File: config.mk
export PLATFORM = sky130hd
export DESIGN_NAME = quadrature_index_irq_control
export DESIGN_NICKNAME = d
export VERILOG_FILES = /design/src/rtl/quad_pkg.sv /design/src/rtl/filter_if.sv /design/src/rtl/input_debounce.sv /design/src/rtl/quadrature_index_irq_control.sv
export SDC_FILE = /design/constraint.sdc
export NUM_CORES = 1
export LEC_CHECK = 0
export ABC_AREA = 1
export BUFFER_PORTS_ARGS = -buffer_cell sky130_fd_sc_hd__clkbuf_2
export CELL_PAD_IN_SITES_DETAIL_PLACEMENT = 1
export CELL_PAD_IN_SITES_GLOBAL_PLACEMENT = 2
export CORE_MARGIN = 5
export CORE_UTILIZATION = 30
export DETAILED_ROUTE_END_ITERATION = 7
export PLACE_DENSITY = 0.85
export SLEW_MARGIN = 20
export SYNTH_ARGS = -nofsm -noshare
export SYNTH_HDL_FRONTEND = slang
export SYNTH_SLANG_ARGS = --single-unit
File: constraint.sdc
create_clock -name pclk -period 1.8 [get_ports pclk]
set_input_delay 0.36 -clock pclk [delete_from_list [all_inputs] [get_ports pclk]]
set_output_delay 0.36 -clock pclk [all_outputs]
set_load 0.02 [all_outputs]
File: src/rtl/quad_pkg.sv
package quad_pkg;
    // register byte offsets
    localparam logic [7:0] ctrl_offset      = 8'h00;
    localparam logic [7:0] preload_offset   = 8'h04;
    localparam logic [7:0] count_offset     = 8'h08;
    localparam logic [7:0] status_offset    = 8'h0c;
    localparam logic [7:0] mask_offset      = 8'h10;
    // control field positions
    localparam int decode_lsb   = 4;
    localparam int b_enable_bit = 6;
    localparam int index_lsb    = 7;
    localparam int cond_lsb     = 10;
    localparam int unused_lo    = 12;
    localparam int debounce_bit = 13;
    localparam int unused_hi    = 14;
    localparam int irq_en_bit   = 15;
    localparam logic [15:0] ctrl_reset      = 16'h0000;
    localparam logic [15:0] ctrl_write_mask = 16'hafff;
    // status bits
    localparam int equal_event_bit = 0;
    localparam int index_event_bit = 1;
    localparam logic [1:0] mask_reset = 2'h3;
    // index qualification codes
    localparam logic [2:0] index_a0_b1 = 3'h1;
    localparam logic [2:0] index_a1_b0 = 3'h2;
    localparam logic [2:0] index_a1_b1 = 3'h3;
    localparam logic [2:0] index_a0_b0 = 3'h4;
    // interrupt condition codes
    localparam logic [1:0] cond_none   = 2'h0;
    localparam logic [1:0] cond_equal  = 2'h1;
    localparam logic [1:0] cond_reload = 2'h2;
    localparam logic [1:0] cond_index  = 2'h3;
    // decode resolution codes
    localparam logic [1:0] single_edge_decode = 2'h1;
    localparam logic [1:0] double_edge_decode = 2'h2;
    localparam logic [1:0] quad_edge_decode   = 2'h3;
    // debounce timing
    localparam int clk_period_ns   = 100;
    localparam int reject_width_ns = 2500;
    // stable for more than the rejection width
    localparam int reject_cycles   = reject_width_ns / clk_period_ns + 1;
endpackage

File: src/rtl/filter_if.sv
`timescale 1ns/10ps
interface filter_if;
    logic       enable;
    logic [2:0] raw;
    logic [2:0] clean;
    modport ctrl (output enable, output raw, input clean);
    modport filt (input enable, input raw, output clean);
endinterface

File: src/rtl/input_debounce.sv
`timescale 1ns/10ps
module input_debounce #(
    parameter int count_width = 5
) (
    // clock and reset
    input  wire logic pclk,
    input  wire logic presetn,
    // filter link
    filter_if.filt    fl
);
    wire [2:0] stable;
    genvar i;
    generate
        for (i = 0; i < 3; i++) begin : g_ch
            logic [count_width-1:0] cnt_q;
            logic                   stable_q;
            wire differs = fl.raw[i] != stable_q;
            wire settled = cnt_q == count_width'(quad_pkg::reject_cycles - 1);
            // accept a level only after it has held past the width
            always_ff @(posedge pclk or negedge presetn) begin
                if (!presetn) begin
                    cnt_q    <= '0;
                    stable_q <= 1'b0;
                end else if (!differs) begin
                    cnt_q <= '0;
                end else if (settled) begin
                    cnt_q    <= '0;
                    stable_q <= fl.raw[i];
                end else begin
                    cnt_q <= cnt_q + 1'b1;
                end
            end
            assign stable[i] = stable_q;
        end
    endgenerate
    // bypass when disabled
    assign fl.clean = fl.enable ? stable : fl.raw;
endmodule

File: src/rtl/quadrature_index_irq_control.sv
// Overview of operation
// Bits 9 to 7 qualify index: events only while index is high and A/B match the code.
// Codes 001, 010, 011, 100 need A/B of 01, 10, 11 and 00 respectively.
// Codes 000 (reset), 101, 110 and 111 disable index qualification.
// Condition field 00 selects no interrupt condition.
// Condition 01 raises an event when the counter equals the preload constant.
// Condition 10 raises an event on a qualified index and reloads the counter.
// Condition 11 raises an event on a qualified index without reloading.
// Bit 12 ignores writes and reads zero.
// Bit 14 ignores writes and reads zero.
// Bit 13 clear (reset) passes A, B and index unfiltered.
// Bit 13 set rejects pulses of at most 2.5 us on A, B and index.
// Bit 15 clear (reset) keeps the interrupt request low.
// Condition 01 holds the output active while counter equals the preload.
// Condition bit 11 holds the output active while the qualified index holds.
// The A decode field picks single, double or quad edge counting.
// The filter samples in the clock domain and accepts a level held past the width.
// Events set pending flags held until serviced; request is an unmasked flag and enable.
`timescale 1ns/10ps
module quadrature_index_irq_control #(
    parameter int count_width = 16
) (
    // clock and reset
    input  wire logic        pclk,
    input  wire logic        presetn,
    // apb slave
    input  wire logic        psel,
    input  wire logic        penable,
    input  wire logic        pwrite,
    input  wire logic [7:0]  paddr,
    input  wire logic [31:0] pwdata,
    output logic      [31:0] prdata,
    output logic             pready,
    output logic             pslverr,
    // encoder
    input  wire logic        phase_a_input,
    input  wire logic        phase_b_input,
    input  wire logic        index_input,
    // outputs
    output logic             channel_out,
    output logic             irq
);
    ////////////////////////////////////////////////////////////////////
    // registers
    logic [15:0]            ctrl_q;
    logic [count_width-1:0] preload_q;
    logic [count_width-1:0] count_q;
    logic [count_width-1:0] count_d;
    logic [1:0]             status_q;
    logic [1:0]             mask_q;
    logic [1:0]             ab_q;
    logic [31:0]            prdata_d;
    logic                   pready_q;
    logic                   pslverr_q;
    logic                   out_q;
    logic                   irq_q;
    logic                   qual_q;
    logic                   equal_q;

    ////////////////////////////////////////////////////////////////////
    // input filter
    filter_if fl ();
    assign fl.enable = ctrl_q[quad_pkg::debounce_bit];
    assign fl.raw    = {index_input, phase_b_input, phase_a_input};

    input_debounce #(
        .count_width(5)
    ) u_debounce (
        .pclk    (pclk),
        .presetn (presetn),
        .fl      (fl)
    );

    wire a_in   = fl.clean[0];
    wire b_in   = fl.clean[1];
    wire idx_in = fl.clean[2];

    ////////////////////////////////////////////////////////////////////
    // field decode
    wire [2:0] index_code = ctrl_q[quad_pkg::index_lsb +: 3];
    wire [1:0] cond       = ctrl_q[quad_pkg::cond_lsb +: 2];
    wire [1:0] decode     = ctrl_q[quad_pkg::decode_lsb +: 2];
    wire       b_enable   = ctrl_q[quad_pkg::b_enable_bit];
    wire       irq_enable = ctrl_q[quad_pkg::irq_en_bit];

    // index qualification
    wire match_code =
        (index_code == quad_pkg::index_a0_b1 && !a_in &&  b_in) ||
        (index_code == quad_pkg::index_a1_b0 &&  a_in && !b_in) ||
        (index_code == quad_pkg::index_a1_b1 &&  a_in &&  b_in) ||
        (index_code == quad_pkg::index_a0_b0 && !a_in && !b_in);
    wire qualified  = idx_in && match_code;
    wire qual_rise  = qualified && !qual_q;
    wire index_mode = cond[1];
    wire reload     = qual_rise && cond == quad_pkg::cond_reload;
    wire idx_event  = qual_rise && index_mode;
    wire is_equal   = count_q == preload_q;
    wire eq_mode    = cond == quad_pkg::cond_equal;
    wire eq_event   = eq_mode && is_equal && !equal_q;

    ////////////////////////////////////////////////////////////////////
    // quadrature decoder
    wire a_edge  = a_in != ab_q[0];
    wire b_edge  = b_in != ab_q[1];
    wire a_rise  = a_edge && a_in;
    // up when a leads b
    wire up_a    = a_in != b_in;
    wire up_b    = a_in == b_in;
    wire step_1x = a_rise;
    wire step_2x = a_edge;
    wire step_4x = a_edge || (b_edge && b_enable);
    wire dir_up  = a_edge ? up_a : up_b;

    logic step;
    always_comb begin
        case (decode)
            quad_pkg::single_edge_decode: step = step_1x;
            quad_pkg::double_edge_decode: step = step_2x;
            quad_pkg::quad_edge_decode:   step = step_4x;
            default:                      step = 1'b0;
        endcase
    end

    always_comb begin
        count_d = count_q;
        if (reload) begin
            count_d = preload_q;
        end else if (step) begin
            count_d = dir_up ? count_q + 1'b1 : count_q - 1'b1;
        end
    end

    always_ff @(posedge pclk or negedge presetn) begin
        if (!presetn) begin
            ab_q    <= 2'h0;
            count_q <= '0;
            qual_q  <= 1'b0;
            equal_q <= 1'b0;
        end else begin
            ab_q    <= {b_in, a_in};
            count_q <= count_d;
            qual_q  <= qualified;
            equal_q <= is_equal;
        end
    end

    ////////////////////////////////////////////////////////////////////
    // channel output
    wire out_d = (eq_mode && is_equal) || (index_mode && qualified);

    always_ff @(posedge pclk or negedge presetn) begin
        if (!presetn) begin
            out_q <= 1'b0;
        end else begin
            out_q <= out_d;
        end
    end

    ////////////////////////////////////////////////////////////////////
    // apb decode
    wire setup     = psel && !penable;
    wire access    = psel && penable;
    wire hit_ctrl  = paddr == quad_pkg::ctrl_offset;
    wire hit_pre   = paddr == quad_pkg::preload_offset;
    wire hit_cnt   = paddr == quad_pkg::count_offset;
    wire hit_stat  = paddr == quad_pkg::status_offset;
    wire hit_mask  = paddr == quad_pkg::mask_offset;
    wire mapped    = hit_ctrl || hit_pre || hit_cnt || hit_stat || hit_mask;
    wire wr_en     = access && pwrite && pready_q;
    wire rd_stat   = access && !pwrite && pready_q && hit_stat;
    wire [1:0] events = {idx_event, eq_event};

    always_comb begin
        prdata_d = 32'h0000_0000;
        if (hit_ctrl) begin
            prdata_d[15:0] = ctrl_q & quad_pkg::ctrl_write_mask;
        end else if (hit_pre) begin
            prdata_d[count_width-1:0] = preload_q;
        end else if (hit_cnt) begin
            prdata_d[count_width-1:0] = count_q;
        end else if (hit_stat) begin
            prdata_d[1:0] = status_q;
        end else if (hit_mask) begin
            prdata_d[1:0] = mask_q;
        end
    end

    // answer one cycle after setup
    always_ff @(posedge pclk or negedge presetn) begin
        if (!presetn) begin
            pready_q  <= 1'b0;
            pslverr_q <= 1'b0;
            prdata    <= 32'h0000_0000;
        end else begin
            pready_q  <= setup;
            pslverr_q <= setup && !mapped;
            prdata    <= setup && !pwrite ? prdata_d : 32'h0000_0000;
        end
    end

    assign pready  = pready_q;
    assign pslverr = pslverr_q;

    ////////////////////////////////////////////////////////////////////
    // register writes
    always_ff @(posedge pclk or negedge presetn) begin
        if (!presetn) begin
            ctrl_q    <= quad_pkg::ctrl_reset;
            preload_q <= '0;
            mask_q    <= quad_pkg::mask_reset;
        end else if (wr_en) begin
            if (hit_ctrl) begin
                ctrl_q <= pwdata[15:0] & quad_pkg::ctrl_write_mask;
            end
            if (hit_pre) begin
                preload_q <= pwdata[count_width-1:0];
            end
            if (hit_mask) begin
                mask_q <= pwdata[1:0];
            end
        end
    end

    ////////////////////////////////////////////////////////////////////
    // pending flags and request
    always_ff @(posedge pclk or negedge presetn) begin
        if (!presetn) begin
            status_q <= 2'h0;
            irq_q    <= 1'b0;
        end else begin
            // read clears only the bits it returned; a new event wins
            status_q <= (rd_stat ? status_q & ~prdata[1:0] : status_q) | events;
            irq_q    <= irq_enable && |(status_q & mask_q);
        end
    end

    assign channel_out = out_q;
    assign irq         = irq_q;
endmodule

-- Yosys cells after proc, flatten, opt, wreduce, memory -nomap -nowiden
Index checks and enable logic that the tools add are counted.
- bits in registers: 92
- input port bits: 48
- output and inout port bits: 36
- add/subtract/negate cells: 5
- equal/unequal tests: 24
- multiplexer cells: 20
- bitwise gates (word level): 4
- reduce and logical (&&, ||, !) cells: 52
- operators by type and width (operator ; number):
    two-way mux 16 bit ; 6
    two-way mux 5 bit ; 6
    logical AND 1 bit ; 27
    adder 16 x 1 -> 16 bit, second input constant ; 1
    equality test 16 bit ; 1
    equality test 8 x 4 -> 1 bit, second input constant ; 2
    subtractor 16 x 1 -> 16 bit, second input constant ; 1
    adder 5 x 1 -> 5 bit, second input constant ; 3
    equality test 5 bit, second input constant ; 3
    two-way mux 14 bit ; 1
    AND reduction 2 bit ; 6
    logical OR 1 bit ; 9
    equality test 8 x 3 -> 1 bit, second input constant ; 1
    equality test 8 x 5 -> 1 bit, second input constant ; 1
    zero test 8 bit ; 1
    two-way mux 2 bit ; 4
    zero test 1 bit ; 7
    equality test 2 bit, second input constant ; 3
    equality test 3 x 2 -> 1 bit, second input constant ; 2
    inequality test 1 bit ; 6
    bitwise AND 2 bit ; 2
    equality test 2 x 1 -> 1 bit, second input constant ; 2
    equality test 3 x 1 -> 1 bit, second input constant ; 1
    equality test 3 bit, second input constant ; 1
    8 further kinds ; 8

-- Depth between registers and ports, before layout
- depth after elaboration: 11
- mapped depth: 17
- depth with buffers taken out: 17

-- Modules after synthesis
From an unflattened synthesis, not the netlist that was laid out.
- cell total of the unflattened synthesis: 714
- area total of the unflattened synthesis: 5466.5 um^2
- modules (own cells, without submodules) (module ; times used ; cells each ; area an instance (um^2) ; seq. area each (um^2)):
    quadrature_index_irq_control ; 1 ; 600 ; 4509.3 ; 1854.3
    input_debounce ; 1 ; 114 ; 957.2 ; 450.4

-- Worst setup path after synthesis
OpenSTA, ideal clock, no wires.
- kind: flip-flop to flip-flop
- from: reg ctrl_q[13]
- to: reg count_q[12]
- library setup time: 0.117 ns
- arrival time: 1.730 ns
- required time: 1.683 ns
- setup slack: -0.047 ns
- cell stages (with the launch flop): 16
- clock period less this slack: 1.847 ns
- cells stage by stage: dfrtp_1 > inv_2 > nand2_4 > nand3_2 > nand3_1 > nand2_1 > inv_1 > ha_1 > inv_1 > nand2_1 > nand2_1 > nand3_1 > nand2_1 > nand3_1 > nand3_1 > nand2_1
- longest elaborated chain between the ends: 11
- RTL lines (element ; line ; source):
    from (decl) ; quadrature_index_irq_control.sv:45 ; logic [15:0] ctrl_q;
    from (signal assigned) ; quadrature_index_irq_control.sv:208 ; ctrl_q <= quad_pkg::ctrl_reset;
    from (signal assigned) ; quadrature_index_irq_control.sv:213 ; ctrl_q <= pwdata[15:0] & quad_pkg::ctrl_write_mask;
    two-way mux 3 bit * ; input_debounce.sv:37 ; assign fl.clean = fl.enable ? stable : fl.raw;
    zero test 1 bit ; quadrature_index_irq_control.sv:88, quadrature_index_irq_control.sv:91 ;
    logical AND 1 bit (2 in a row) ; quadrature_index_irq_control.sv:88 ; (index_code == quad_pkg::index_a0_b1 && !a_in && b_in) ||
    logical OR 1 bit ; quadrature_index_irq_control.sv:88 ;
    logical OR 1 bit ; quadrature_index_irq_control.sv:89 ; (index_code == quad_pkg::index_a1_b0 && a_in && !b_in) ||
    logical OR 1 bit ; quadrature_index_irq_control.sv:90 ; (index_code == quad_pkg::index_a1_b1 && a_in && b_in) ||
    logical AND 1 bit ; quadrature_index_irq_control.sv:92 ; wire qualified = idx_in && match_code;
    logical AND 1 bit ; quadrature_index_irq_control.sv:93 ; wire qual_rise = qualified && !qual_q;
    logical AND 1 bit ; quadrature_index_irq_control.sv:95 ; wire reload = qual_rise && cond == quad_pkg::cond_reload;
    two-way mux 16 bit or nonzero test 2 bit (tied branches) ; - ;
    to (signal assigned) ; quadrature_index_irq_control.sv:141 ; count_q <= count_d;
    to (decl) ; quadrature_index_irq_control.sv:47 ; logic [count_width-1:0] count_q;
Mark *: on every way between the ends. The rest lies on a longest branch, timed or not. The select of a mux whose other input is x is not followed.
A chain may end at the register's enable or synchronous reset.

-- Final worst setup path
- from: reg ctrl_q[13]
- to: reg count_q[13]
Same word-level chain as after synthesis.

==> impl_metrics.yaml <==
clock_network:
  root_buffer: "clkbuf_16"
  h-tree-depth: 3
  cts.sinks: 92
  hold_buffers: 0
  cts.clk_slew.worst_paths_ns: 0.07
  cts_tree: "yes"
  numCtsBuffers: 9
  clockBufferDepth: 2
  clock_latency_ns: 0.36
synthesis:
  async_flop_share_pct: 100
  syn_area_per_cell_um2: 7.63
  synth_top_flop_cell: "dfrtp_1"
  synthAdderAreaFrac_pct: 1.83
  synthSimpleGateAreaFrac_pct: 26.9
  synth_mux_area_share_pct: 0.413
  synth-xor-area-share_pct: 4.01
  ys_types: 44
  synth_top_family_by_area: "simple AND/OR/NAND/NOR gates"
  ys_ff_latch: 92
  ys_warn_count: 0
  synth_compound_area_share_pct: 12.7
  synth_edf_count: 0
  ys_seq_area_share_pct: 42.2
  syn_area_um2: 5460
  synth_cells: 715
floorplan:
  die_h_um: 145
  core-area_um2: 18000
  dieArea_um2: 21000
  num_rows: 49
  die_x_um: 145
  start_util_pct: 30.4
  io_pins: 84
grt:
  grt_max_degree: 93
  grt_pass1_wl_um: 28900
  grt-ovfl-total: 0
  track_usage_pct: 17.7
  antenna_found_initial: 0
  grt_pass1_vias: 5641
cells_and_area:
  final_util_pct: 42.6
  fillCellCount: 2183
  area.sequential_um2: 2310
  fin_cells: 1098
  drive_gt1_share_pct: 32.3
  area_growth_pct: 40.3
  n_antenna_cell: 0
  multi_input_area_um2: 3110
  nNetsFinal: 920
run_status:
  status: "finished, violations left"
  violations: "negative setup slack"
sta:
  finClkSkew_ns: 0.00783
  layout_setup_ws_ns: -0.283
  finalSetupTns_ns: -3.89
  hold_viol: 0
  setup_viol: 16
  slew_viol_final: 0
  finalCriticalPeriod_ns: 2.08
  rsz0062_at_grt: "true"
  slew_headroom_pct: 33.1
  fmax_mhz: 480
  fin_crit_sh_pct: 116
  tightest_slew_ns: 0.991
power:
  seq_power_share_pct: 39.5
  p_per_area_nw_per_um2: 735
  p_sw_mw: 1.70
  p_int_mw: 3.93
  power_mw: 5.63
  pwr-share-clk_pct: 38.2
  p_sw_share_pct: 30.1
  ir_drop_mv: 0.463
  combPwrFrac_pct: 22.2
  p_leak_nw: 3.94
detailed_routing:
  vias: 5355
  drc: 0
  vias_per_cell: 4.88
  wl_um: 18500
  wl_per_cell_um: 16.8
  detail-route-antenna-nets: 0
  drt_iter0_drc: 287
  drtPass1Iterations: 4
placed_design:
  gp_congestion: 0.848
  dp.final_hpwl_um: 12700
  io_buffers: 51
  dpl.cell_count: 1062
  pre_cts_ws_ns: -0.382
flow_run:
  maxCapViolCount: 0
setup_path:
  required_ns: 2.05
  cp_data_arrival_time_ns: 2.33
  end_kind: "register"
  crit_type: "reg -> reg"
  worstSetupStartpointType: "register"
  crit_fanout: 8
hold_path:
  min_path_type: "in -> async"
[layout make-up]
type / instances / share of cell area, %
timing repair buffer: 157 / 15.6
inverter: 110 / 5.55
tap: 229 / 3.74
multi-input combinational: 493 / 40.6
clock inverter: 5 / 1.11
sequential: 92 / 30.1
timing repair inverter: 1 / 0.114
clock buffer: 11 / 3.17
[cells in the mapped netlist (4+ instances only)]
cell	instances	area, um^2
a21oi_1	20	100
a41oi_1	4	35.0
buf_2	4	20.0
buf_4	16	120
buf_6	4	45.0
clkbuf_1	13	48.8
dfrtp_1	90	2250
ha_1	8	100
inv_1	108	405
nand2_1	182	683
nand2_2	11	68.8
nand2_4	6	67.6
nand3_1	60	300
nor2_1	51	191
nor4_1	5	31.3
o211ai_1	7	52.6
o21ai_0	49	245
o221ai_1	6	52.6
o41ai_1	7	61.3
xnor2_1	4	35.0
xor2_1	21	184
[stage by stage]
step	cell area, um^2	hold slack, ns
2_1_floorplan	5520	0.0644
3_3_place_gp	6570	0.420
3_5_place_dp	6570	0.432
4_1_cts	7270	0.0842
5_1_grt	7660	0.104
6_report	7660	0.0441
[kinds of logic after synthesis]
logic type,Yosys count
AND/OR/NAND/NOR,330
buffers and inverters,147
AO/OA/AOI/OAI,110
flip-flops,92
XOR/XNOR,25
adder cells (fa/ha/maj),8
multiplexers,2
other,1
[timing repair]
item	4_1_cts	5_1_grt
pin swaps	23	37
cloned	3	0
setup buffers	7	10
gates resized for setup	67	68
setup endpoints to repair	17	18
[power by group through the flow]
stage	Sequential, mW	Clock (mW)	Combinational, mW
after floorplan	2.22	0	0.553
after global placement	2.25	0	0.928
after detailed placement	2.25	0	0.949
after CTS	2.22	2.20	1.07
after global routing	2.23	2.27	1.38
final	2.23	2.15	1.25
[placed cells by master (no fill, tap or decap), types with 9 or more instances in the layout]
cell / n
nand2_1: 150
inv_1: 102
buf_4: 90
dfrtp_1: 88
nand3_1: 52
clkbuf_2: 50
o21ai_0: 47
nor2_1: 37
nand2_2: 23
xor2_1: 19
nand2_4: 19
a21oi_1: 18
conb_1: 16
nor2_4: 10
nand2_8: 9
clkbuf_16: 9
buf_12: 9
[critical path, stage by stage, from the launching register on]
cell,delay (ns)
dfrtp_2,0.53
inv_4,0.10
nand2_4,0.09
nand3_4,0.16
buf_12,0.18
nand2_4,0.08
nand2_1,0.06
nand2_2,0.12
nor2_2,0.06
nand2_1,0.10
nor2_1,0.05
nor2_1,0.15
nand3_1,0.12
nand3_1,0.10
nand2_1,0.05
[sequential cells by signal, indices dropped and copies added (netlist names)]
name / cells
pready: 1
u_debounce.g_ch.stable_q: 3
status_q: 2
irq: 1
ab_q: 2
mask_q: 2
qual_q: 1
pslverr: 1
equal_q: 1
preload_q: 16
count_q: 16
channel_out: 1
u_debounce.g_ch.cnt_q: 15
ctrl_q: 14
prdata: 16
[metal layers]
metal	routed length [um]	GRT usage, %	up-vias
li1	-	-	2560
met1	7990	22.3	2654
met2	9320	30.9	124
met3	923	3.65	17
met4	223	4.22	0
met5	0	0	-
[final timing paths]
path	cells past startpoint	end	startpoint	slack, ns
worst min register to register	1	status_q[0]	equal_q	0.42
worst min-delay path	2	pready	presetn	0.04
min in group pclk	2	pready	penable	0.18
worst max-delay path	14	count_q[13]	ctrl_q[13]	-0.28
worst max register to register	14	count_q[13]	ctrl_q[13]	-0.28
max in group asynchronous	2	ctrl_q[13]	presetn	1.32
Note: power is estimated with default switching activity, not from simulation.
